<file path="src/rtl/tc16_params.svh">
// offsets, field positions, reset values and codes of the 16-bit timer/counter
`ifndef TC16_PARAMS_SVH
`define TC16_PARAMS_SVH

// register indices; byte address is four times the index
`define TC16_IDX_IRQ_FLAGS     30'h0000000C
`define TC16_IDX_COUNT_LOW     30'h0000000E
`define TC16_IDX_COUNT_HIGH    30'h0000000F
`define TC16_IDX_CONTROL       30'h00000010
`define TC16_IDX_IRQ_ENABLES   30'h0000008C

// field positions
`define TC16_BIT_OVERFLOW      0
`define TC16_CTRL_WIDTH        6

// reset values
`define TC16_RST_CONTROL       6'h00
`define TC16_RST_IRQ           1'h0

// compare mode code that asks for the special event trigger
`define TC16_CMP_SPECIAL_EVENT 4'hB

// count limits
`define TC16_COUNT_MAX         16'hFFFF
`define TC16_COUNT_ZERO        16'h0000

`endif

</file>
<file path="src/rtl/tc16_pkg.sv">
// types shared by the 16-bit timer/counter
`default_nettype none
package tc16_pkg;

  // counter_control layout, bit 5 downward
  typedef struct packed {
    logic [1:0] input_prescale_select;
    logic       oscillator_enable;
    logic       sync_disable;
    logic       clock_source_select;
    logic       run_enable;
  } tc16_ctrl_t;

  // what a compare unit tells the timer
  typedef struct packed {
    logic [3:0] compare_mode_field;
    logic       match;
  } tc16_cmp_t;

  // bus slave states, one-hot
  typedef enum logic [1:0] {
    TC16_BUS_IDLE   = 2'b01,
    TC16_BUS_RDWAIT = 2'b10
  } tc16_bus_t;

endpackage
`default_nettype wire

</file>
<file path="src/rtl/tc16_timer.sv">
// 16-bit timer/counter with prescaler, compare reset and AHB-Lite registers
//
// Our own choice: register access over AHB-Lite.
`timescale 1ns/1ps
`default_nettype none
`include "tc16_params.svh"

module tc16_timer (
  // clock and power-on reset
  input  wire logic                hclk,
  input  wire logic                hresetn,
  // other device resets (one-cycle pulse, hclk domain)
  input  wire logic                soft_reset,
  // AHB-Lite slave
  input  wire logic                hsel,
  input  wire logic [31:0]         haddr,
  input  wire logic [1:0]          htrans,
  input  wire logic                hwrite,
  input  wire logic [2:0]          hsize,
  input  wire logic [31:0]         hwdata,
  input  wire logic                hready,
  output logic      [31:0]         hrdata,
  output logic                     hreadyout,
  output logic                     hresp,
  // external clock pins
  input  wire logic                external_clock_pin,
  input  wire logic                osc_input_pin,
  // core state and compare units
  input  wire logic                sleep_mode,
  input  wire tc16_pkg::tc16_cmp_t compare_unit_one,
  input  wire tc16_pkg::tc16_cmp_t compare_unit_two,
  // results
  output logic      [15:0]         count_value,
  output logic                     timebase_valid,
  output logic                     osc_amp_enable,
  output logic                     overflow_irq
);
  import tc16_pkg::*;

  // registers, pipeline stages and decoded strobes
  tc16_ctrl_t  ctrl;
  logic        overflow_flag;
  logic        overflow_irq_enable;
  logic [15:0] count;
  logic        pin_s1;
  logic        pin_s2;
  logic        pin_s3;
  logic        pin_lvl;
  logic        pin_lvl_prev;
  logic        ext_rise;
  logic [2:0]  presc;
  logic [2:0]  presc_mask;
  logic        presc_step;
  logic        presc_wrap;
  logic        presc_tgl;
  logic        tgl_s1;
  logic        tgl_s2;
  logic        tgl_s3;
  logic        sync_pulse;
  logic        async_mode;
  logic        tick;
  logic        special_event;
  logic        overflow_set;
  tc16_bus_t   bus_state;
  logic        take;
  logic        dp_wr;
  logic [29:0] wr_idx;
  logic [29:0] rd_idx;
  logic [7:0]  wdata;
  logic        wr_count_low;
  logic        wr_count_high;
  logic        wr_count;
  logic        wr_control;
  logic        wr_flags;
  logic        wr_enables;

  // bus decode
  // every register is one aligned word; hsize is not checked
  // reads wait one cycle so a write in the cycle before is seen

  // a transfer is taken on an active address phase while the bus is ready
  assign take  = hsel && hready && htrans[1];
  assign wdata = hwdata[7:0];

  // write strobes act in the data phase, the cycle after the address phase
  assign wr_count_low  = dp_wr && (wr_idx == `TC16_IDX_COUNT_LOW);
  assign wr_count_high = dp_wr && (wr_idx == `TC16_IDX_COUNT_HIGH);
  assign wr_count      = wr_count_low || wr_count_high;
  assign wr_control    = dp_wr && (wr_idx == `TC16_IDX_CONTROL);
  assign wr_flags      = dp_wr && (wr_idx == `TC16_IDX_IRQ_FLAGS);
  assign wr_enables    = dp_wr && (wr_idx == `TC16_IDX_IRQ_ENABLES);

  // write address phase capture; writes need no wait state
  always_ff @(posedge hclk or negedge hresetn) begin
    if (!hresetn) begin
      dp_wr  <= 1'b0;
      wr_idx <= 30'h00000000;
    end else begin
      dp_wr <= take && hwrite;
      if (take && hwrite) begin
        wr_idx <= haddr[31:2];
      end
    end
  end

  // read mux; unmapped words and unused upper bits read as zero
  function automatic logic [31:0] read_mux(input logic [29:0] idx);
    logic [31:0] r;
    r = 32'h00000000;
    case (idx)
      `TC16_IDX_COUNT_LOW:   r[7:0] = count[7:0];
      `TC16_IDX_COUNT_HIGH:  r[7:0] = count[15:8];
      `TC16_IDX_CONTROL:     r[`TC16_CTRL_WIDTH-1:0] = ctrl;
      `TC16_IDX_IRQ_FLAGS:   r[`TC16_BIT_OVERFLOW] = overflow_flag;
      `TC16_IDX_IRQ_ENABLES: r[`TC16_BIT_OVERFLOW] = overflow_irq_enable;
      default:               r = 32'h00000000;
    endcase
    return r;
  endfunction

  // reads take one wait state so a write in the previous data phase is seen
  always_ff @(posedge hclk or negedge hresetn) begin
    if (!hresetn) begin
      bus_state <= TC16_BUS_IDLE;
      hreadyout <= 1'b1;
      hrdata    <= 32'h00000000;
      rd_idx    <= 30'h00000000;
    end else begin
      case (bus_state)
        TC16_BUS_IDLE: begin
          if (take && !hwrite) begin
            rd_idx    <= haddr[31:2];
            hreadyout <= 1'b0;
            bus_state <= TC16_BUS_RDWAIT;
          end
        end
        TC16_BUS_RDWAIT: begin
          hrdata    <= read_mux(rd_idx);
          hreadyout <= 1'b1;
          bus_state <= TC16_BUS_IDLE;
        end
        default: begin
          hreadyout <= 1'b1;
          bus_state <= TC16_BUS_IDLE;
        end
      endcase
    end
  end

  // every answer is OKAY
  always_ff @(posedge hclk or negedge hresetn) begin
    if (!hresetn) begin
      hresp <= 1'b0;
    end else begin
      hresp <= 1'b0;
    end
  end

  // control and enables
  // control survives the other resets; the interrupt enable does not
  // the oscillator amplifier follows its enable one cycle late

  // only power-on reset clears control; the other resets leave it alone
  always_ff @(posedge hclk or negedge hresetn) begin
    if (!hresetn) begin
      ctrl <= `TC16_RST_CONTROL;
    end else if (wr_control) begin
      ctrl <= wdata[`TC16_CTRL_WIDTH-1:0];
    end
  end

  // interrupt enable is cleared by every reset
  always_ff @(posedge hclk or negedge hresetn) begin
    if (!hresetn) begin
      overflow_irq_enable <= `TC16_RST_IRQ;
    end else if (soft_reset) begin
      overflow_irq_enable <= `TC16_RST_IRQ;
    end else if (wr_enables) begin
      overflow_irq_enable <= wdata[`TC16_BIT_OVERFLOW];
    end
  end

  // the oscillator is analog; this only switches its amplifier, kept on in sleep
  always_ff @(posedge hclk or negedge hresetn) begin
    if (!hresetn) begin
      osc_amp_enable <= 1'b0;
    end else begin
      osc_amp_enable <= ctrl.oscillator_enable;
    end
  end

  // external source with the synchroniser bypassed
  assign async_mode = ctrl.clock_source_select && ctrl.sync_disable;

  // external clock input
  // the selected pin passes three flops before it counts as a level
  // levels shorter than one clock never reach the counter

  // pin choice before the filter; an oscillator switch may give one false edge
  always_ff @(posedge hclk or negedge hresetn) begin
    if (!hresetn) begin
      pin_s1       <= 1'b0;
      pin_s2       <= 1'b0;
      pin_s3       <= 1'b0;
      pin_lvl      <= 1'b0;
      pin_lvl_prev <= 1'b0;
    end else begin
      pin_s1 <= ctrl.oscillator_enable ? osc_input_pin : external_clock_pin;
      pin_s2 <= pin_s1;
      pin_s3 <= pin_s2;
      if (pin_s2 == pin_s3) begin
        pin_lvl <= pin_s3;
      end
      pin_lvl_prev <= pin_lvl;
    end
  end

  // one-cycle pulse on each filtered rising level
  assign ext_rise = pin_lvl && !pin_lvl_prev;

  // prescaler
  // a count byte write clears it, so the first tick after a write is a full period
  // its output toggles once per wrap and is what gets synchronised

  // divide mask: 1:1, 1:2, 1:4, 1:8
  always_comb begin
    case (ctrl.input_prescale_select)
      2'h0:    presc_mask = 3'h0;
      2'h1:    presc_mask = 3'h1;
      2'h2:    presc_mask = 3'h3;
      default: presc_mask = 3'h7;
    endcase
  end

  // internal clock stops in sleep; external edges still step the prescaler then
  assign presc_step = ctrl.run_enable
                    && (ctrl.clock_source_select ? ext_rise : !sleep_mode);
  assign presc_wrap = presc_step && ((presc & presc_mask) == presc_mask);

  // prescaler counter; a count byte write restarts it from zero
  always_ff @(posedge hclk or negedge hresetn) begin
    if (!hresetn) begin
      presc     <= 3'h0;
      presc_tgl <= 1'b0;
    end else begin
      if (wr_count) begin
        presc <= 3'h0;
      end else if (presc_wrap) begin
        presc <= 3'h0;
      end else if (presc_step) begin
        presc <= presc + 3'h1;
      end
      if (presc_wrap) begin
        presc_tgl <= !presc_tgl;
      end
    end
  end

  // prescaler output crosses a two-stage synchroniser; each change is one pulse
  always_ff @(posedge hclk or negedge hresetn) begin
    if (!hresetn) begin
      tgl_s1 <= 1'b0;
      tgl_s2 <= 1'b0;
      tgl_s3 <= 1'b0;
    end else begin
      tgl_s1 <= presc_tgl;
      tgl_s2 <= tgl_s1;
      tgl_s3 <= tgl_s2;
    end
  end

  // each toggle seen at the synchroniser output is one increment
  assign sync_pulse = tgl_s2 ^ tgl_s3;

  // count
  // a byte write beats a special event, which beats an increment
  // the count flops have no reset and start unknown

  // synchroniser output is masked in sleep, so the synchronised path stops there
  always_comb begin
    if (!ctrl.clock_source_select) begin
      tick = presc_wrap;
    end else if (ctrl.sync_disable) begin
      tick = presc_wrap;
    end else begin
      tick = sync_pulse && !sleep_mode && ctrl.run_enable;
    end
  end

  // unsupported in asynchronous mode, so the trigger is ignored there
  assign special_event = !async_mode
    && ((compare_unit_one.match
         && (compare_unit_one.compare_mode_field == `TC16_CMP_SPECIAL_EVENT))
     || (compare_unit_two.match
         && (compare_unit_two.compare_mode_field == `TC16_CMP_SPECIAL_EVENT)));

  // no reset on purpose: the count survives every reset
  always_ff @(posedge hclk) begin
    if (wr_count_low) begin
      count[7:0] <= wdata;
    end else if (wr_count_high) begin
      count[15:8] <= wdata;
    end else if (special_event) begin
      count <= `TC16_COUNT_ZERO;
    end else if (tick) begin
      count <= count + 16'h0001;
    end
  end

  // rollover by increment only, never by special event reset or write
  assign overflow_set = tick && !wr_count && !special_event
                      && (count == `TC16_COUNT_MAX);

  // hardware set beats a software clear in the same cycle
  always_ff @(posedge hclk or negedge hresetn) begin
    if (!hresetn) begin
      overflow_flag <= `TC16_RST_IRQ;
    end else if (overflow_set) begin
      overflow_flag <= 1'b1;
    end else if (soft_reset) begin
      overflow_flag <= `TC16_RST_IRQ;
    end else if (wr_flags) begin
      overflow_flag <= wdata[`TC16_BIT_OVERFLOW];
    end
  end

  // interrupt request; also asserted in sleep so it can wake the core
  always_ff @(posedge hclk or negedge hresetn) begin
    if (!hresetn) begin
      overflow_irq <= 1'b0;
    end else begin
      overflow_irq <= overflow_flag && overflow_irq_enable;
    end
  end

  // time base flag for capture and compare units
  always_ff @(posedge hclk or negedge hresetn) begin
    if (!hresetn) begin
      timebase_valid <= 1'b1;
    end else begin
      timebase_valid <= !async_mode;
    end
  end

  // the count leaves straight from its flops
  assign count_value = count;

endmodule
`default_nettype wire

</file>
<file path="config.mk">
export PLATFORM = sky130hd
export DESIGN_NAME = tc16_timer
export DESIGN_NICKNAME = d
export VERILOG_FILES = /design/src/rtl/tc16_pkg.sv /design/src/rtl/tc16_timer.sv
export VERILOG_INCLUDE_DIRS = /design/src /design/src/rtl
export SDC_FILE = /design/constraint.sdc
export NUM_CORES = 1
export LEC_CHECK = 0
export BUFFER_PORTS_ARGS = -buffer_cell sky130_fd_sc_hd__buf_2
export CAP_MARGIN = 20
export CORE_ASPECT_RATIO = 1.75
export CORE_UTILIZATION = 40
export CTS_CLUSTER_DIAMETER = 100
export DETAILED_ROUTE_END_ITERATION = 8
export PLACE_DENSITY = 0.66
export SYNTH_ARGS = -nofsm -noshare
export SYNTH_HDL_FRONTEND = slang
export SYNTH_SLANG_ARGS = --single-unit
</file>
<file path="constraint.sdc">
create_clock -name hclk -period 2.04 [get_ports hclk]
set_clock_uncertainty 0.2 [all_clocks]
set_input_delay 0 -clock hclk [delete_from_list [all_inputs] [get_ports hclk]]
set_output_delay 0 -clock hclk [all_outputs]
set_load 0.01 [all_outputs]
</file>
### Word-level counts from Yosys, hierarchy flattened

Index checks and enable logic that the tools add are counted.
W data, S select, Z words.

* register bits: 111
* bits of input ports: 88
* output and inout bits: 53
* word-level logic and storage cells: 119

* add/subtract/negate cells: 2
* equality and inequality tests: 21
* mux-type cells: 25
* bitwise operators: 3
* reduce and logical (&&, ||, !) cells: 40

Operators with widths (number)
* $eq A30 B4 Y1 const B: 6
* $eq A30 B5 Y1 const B: 2
* $eq A30 B8 Y1 const B: 2
* $mux W16: 2
* $mux W8: 3
* $logic_and A1 B1 Y1: 22
* $add A16 B1 Y16 const B: 1
* $eq A16 B16 Y1 const B: 1
* $pmux W5 S3: 1
* $reduce_bool A3 Y1: 4
* $mux W1: 11
* $mux W3: 3
* $pmux W3 S3: 1
* $eq A4 B4 Y1 const B: 2
* $logic_not A1 Y1: 7
* $reduce_and A2 Y1: 3
* $pmux W1 S5: 1
* $eq A2 B1 Y1 const B: 2
* $eq A2 B2 Y1 const B: 2
* $mux W2: 2
* $ne A2 B2 Y1 const B: 2
* $pmux W2 S2: 1
* $add A3 B1 Y3 const B: 1
* $and A3 B3 Y3: 1
* 7 further kinds: 8

### Logic depth before layout (Yosys ltp)

* word-level depth: 11
* depth in mapped cells: 7
* gate-level depth less buffers: 6

### Least setup slack after synthesis

No wires, ideal clock.

* path type: register -> register
* from: register wr_idx[12]
* to: register count[0] (netlist: count_value[0]), enable pin
* setup time: 0.370 ns
* arrival: 1.675 ns
* setup slack: -0.205 ns
* cell stages (with the launch flop): 6
* buffers on the path: 0
* clock period less this slack: 2.245 ns
* cells stage by stage: dfrtp_1 nor4_1 nand4_1 nor2_1 nor4_1 nor2_1

* word-level cells in the longest chain between the ends: 4

RTL lines
* from (decl): line tc16_timer.sv:67 `logic [29:0] wr_idx;`
* from (signal assigned): line tc16_timer.sv:101 `wr_idx <= haddr[31:2];`
* $eq A30 B4 Y1 (no line)
* $logic_and A1 B1 Y1 (on tied branches): line tc16_timer.sv:86, tc16_timer.sv:87
* $ne A2 B2 Y1 (no line) or $reduce_bool A3 Y1 (tied branches)
* $reduce_and A2 Y1 (no line) *
* to (signal assigned): line tc16_timer.sv:300 `count[7:0] <= wdata;`
* to (signal assigned): line tc16_timer.sv:304 `` count <= `TC16_COUNT_ZERO; ``
* to (signal assigned): line tc16_timer.sv:306 `count <= count + 16'h0001;`
* to (decl): line tc16_timer.sv:44 `logic [15:0] count;`

Mark *: on every way between the ends. The rest lies on a longest branch, timed or not.
A chain may end at the register's enable or synchronous reset.

### Final worst setup path

* from: register rd_idx[16]
* to: register hrdata[4]

* word-level cells in the longest chain between the ends: 2

RTL lines
* from (decl): line tc16_timer.sv:68 `logic [29:0] rd_idx;`
* from (signal assigned): line tc16_timer.sv:132 `rd_idx <= haddr[31:2];`
* $eq A30 B5 Y1 or $eq A30 B4 Y1 (tied branches): line tc16_timer.sv:110 `case (idx)`
* $pmux W5 S3 *: line tc16_timer.sv:110
* to (signal assigned): line tc16_timer.sv:138 `hrdata <= read_mux(rd_idx);`
* to (decl): line tc16_timer.sv:22 `output logic [31:0] hrdata,`

Marks and branches as above.

==> flow_summary.ini <==
[drt]
drtIter0Drc = 239
firstDrtPassIters = 4
vias_per_cell = 5.08
wl_mm = 14.3
vias = 4708
avgRoutedWirePerCell_um = 15.5
postRouteAntennaNets = 0
post-route-drc-count = 0

[power]
power_density_nw_per_um2 = 782
p_leak_uw = 0.00358
vdd_drop_max_mv = 0.500

[global_route]
grt_max_degree = 44
antenna_found_initial = 0
grt_pass1_wl_mm = 22.5
grt_usage = 0.221
gr-total-overflow = 0
grt_pass1_vias = 4726

[floorplan]
die_y_um = 153
rows = 54
io_pins = 141
start_util = 0.414
dieWidth_um = 88.4
die-area_um2 = 13600
core_um2 = 12600

[placement]
dp_cells = 849
hpwl_mm = 10.4
port_buffers = 85
place.gp.congestion = 0.844

[synthesis]
yosys_most_used_dff = dfrtp_1
synth_seq_area_share = 0.542
synth_top_area_frac = 0.440
ys.warnings.count = 0
mappedNetlistArea_um2 = 5230
netlist.top_cell.by_area = dfrtp_1
synth_edf_count = 16
synth.area.top_cells = dfrtp_1 44%, nand2_1 14%, edfxtp_1 9.2%
avgSynthCellArea_um2 = 9.52
async_flop_share = 0.855
synth.distinct_cells = 53
syn_inst = 549
ys_ff_latch = 110

[setup_path]
max_stage_delay_ns = 0.51
crit_arrival_ns = 2.22
cp-startpoint = rd_idx[16]
required_ns = 2.13
crit-reg2reg-launch = rd_idx[16]
cp_top_family = simple AND/OR/NAND/NOR gates
cp_slowest_cell = or4_1
critPathBufInv = 0
cp_cell_sequence = or4_1 > or4_4 > nor2_4 > a21boi_4 > a22o_1
r2r_setup_slack_ns = -0.1
reg2reg_depth = 5
r2r_end = hrdata[4]
startpoint_type = flip-flop
end_kind = flip-flop
crit_fanout = 5
worstSetupPathType = flip-flop to flip-flop

[worst_hold_path]
hold_end = overflow_flag
holdPathStages = 5
min_path_type = input pin to flip-flop
hold_start = compare_unit_one[2]

[sta]
setup_tns_ns = -1.82
grt_setup_unrepaired = true
min_period_ns = 2.14
fin_ws_ns = -0.0954
timing.final.max_slew_violations = 0
relSlewSlack = 0.634
worst_pin_slew_ns = 0.543
hold_violations = 0
fin_crit_sh = 1.05
max_freq_ghz = 0.468
setup_viol_count_final = 44

[cells_and_area]
nFillCells = 1119
final_cell_count_no_fill = 926
fin_nets = 843
diodes = 0
regArea_um2 = 2840
drive_gt1_frac = 0.305
syn_to_final_growth_pct = 40.1
multiInputGateArea_um2 = 2390

[clock_tree]
cts_buffers = 9
cts.htree.levels = 3
ctsRootBufferMaster = clkbuf_16
cts.sink_count = 110
ctsLongestPathBuffers = 2
clock_latency_ns = 0.35
cts_tree = done
clkTransAtPathRegs_ns = 0.08

[outcome]
violations = negative setup slack
status = finished with violations

[job]
maxCapViolations = 0
[cells in the mapped netlist, types with 2 or more instances]
master	count
dfrtp_1	92
mux2i_1	10
nand3_1	13
nor4b_1	5
nand4_1	8
o21ai_0	12
or4_1	3
xor2_1	5
xnor2_1	9
nand2_1	198
nand2b_1	3
nor2_1	16
nor4_1	14
edfxtp_1	16
clkbuf_1	14
mux2_2	9
and4b_1	5
nor3_1	20
nor3b_1	3
a21o_1	14
a22o_1	6
inv_1	8
a21oi_1	5
buf_2	2
buf_4	27
nor2b_1	3
dfstp_2	2
ha_1	2
[report_power, final]
| part | switching, uW | internal (uW) | leakage (uW) |
|---|---|---|---|
| clock network | 839 | 885 | 0.000142 |
| registers | 261 | 2580 | 0.00133 |
| logic | 583 | 580 | 0.00211 |
[logic make-up after synthesis]
family	share of synthesized area
AOI/OAI and AO/OA	0.0646
xor gates and xnor gates	0.0235
adders and majority gates	0.00670
buffers and inverters	0.0572
DFF	0.542
muxes	0.0385
other	0.000717
and+or+nand+nor	0.267
[through the flow]
stage | util | setup slack (ns) | total power, uW | cell area, um^2 | hold WS (ns)
after floorplan | - | -0.0854 | 3410 | 5350 | -0.496
after global placement | 0.494 | -0.354 | 3820 | 6240 | -0.230
after detailed placement | 0.494 | -0.339 | 3880 | 6240 | -0.220
after CTS | 0.565 | -0.0990 | 5710 | 7130 | 0.0676
after global routing | 0.580 | -0.187 | 6020 | 7330 | 0.128
final | 0.580 | -0.0954 | 5730 | 7330 | 0.0680
[tightest hold or removal path, stage by stage]
cell	delay [ns]
buf_2	0.08
a22oi_1	0.07
a21oi_2	0.18
buf_4	0.17
o41ai_2	0.07
[placed cells by master (no fill, tap or decap), types with 8 or more instances in the layout]
cell / n
dlygate4sd3_1: 50
o21ai_0: 9
buf_2: 84
clkbuf_16: 9
nand4_1: 8
edfxtp_1: 16
dfrtp_1: 92
xnor2_1: 9
nor2_1: 12
nor4_1: 8
mux2i_1: 10
buf_4: 69
nand2_1: 196
mux2_2: 9
nand3_1: 12
a21o_1: 14
nor3_1: 12
conb_1: 25
[metal layers]
metal | vias to the layer above | wire length, um | GRT usage
li1 | 2227 | - | -
met1 | 2297 | 5300 | 0.232
met2 | 149 | 7890 | 0.407
met3 | 35 | 522 | 0.0340
met4 | 0 | 612 | 0.116
met5 | - | 0 | 0
[state kept, by name, summed over array words and instances (netlist names), 2 cells and up]
signal       count
hrdata           8
wr_idx          30
presc            3
bus_state        2
rd_idx          30
count_value     16
ctrl             6
[repair_timing]
action | CTS | global route
hold buffers | 51 | 0
endpoints found under the hold margin | 179 | 0
buffers inserted | 3 | 7
endpoints found under the setup margin | 46 | 50
pin swaps | 3 | 18
gates resized for setup | 15 | 30
[area by class of cell]
class	count	area share
repair buffers	213	0.215
flip-flops and latches	110	0.387
multi-input cells	411	0.326
well taps	168	0.0287
clock inverters	6	0.00734
clock buffers	10	0.0326
inverters	8	0.00410
[worst max path at each step]
stage / endpoint / cells after the start / slack, ns
global placement: count_value[2] / 7 / -0.35
floorplan: count_value[15] / 6 / -0.09
CTS: count_value[14] / 6 / -0.1
finish: hrdata[4] / 5 / -0.1
global route: count_value[5] / 7 / -0.19
detailed placement: count_value[9] / 7 / -0.34
Note: power is estimated with default switching activity, not from simulation.
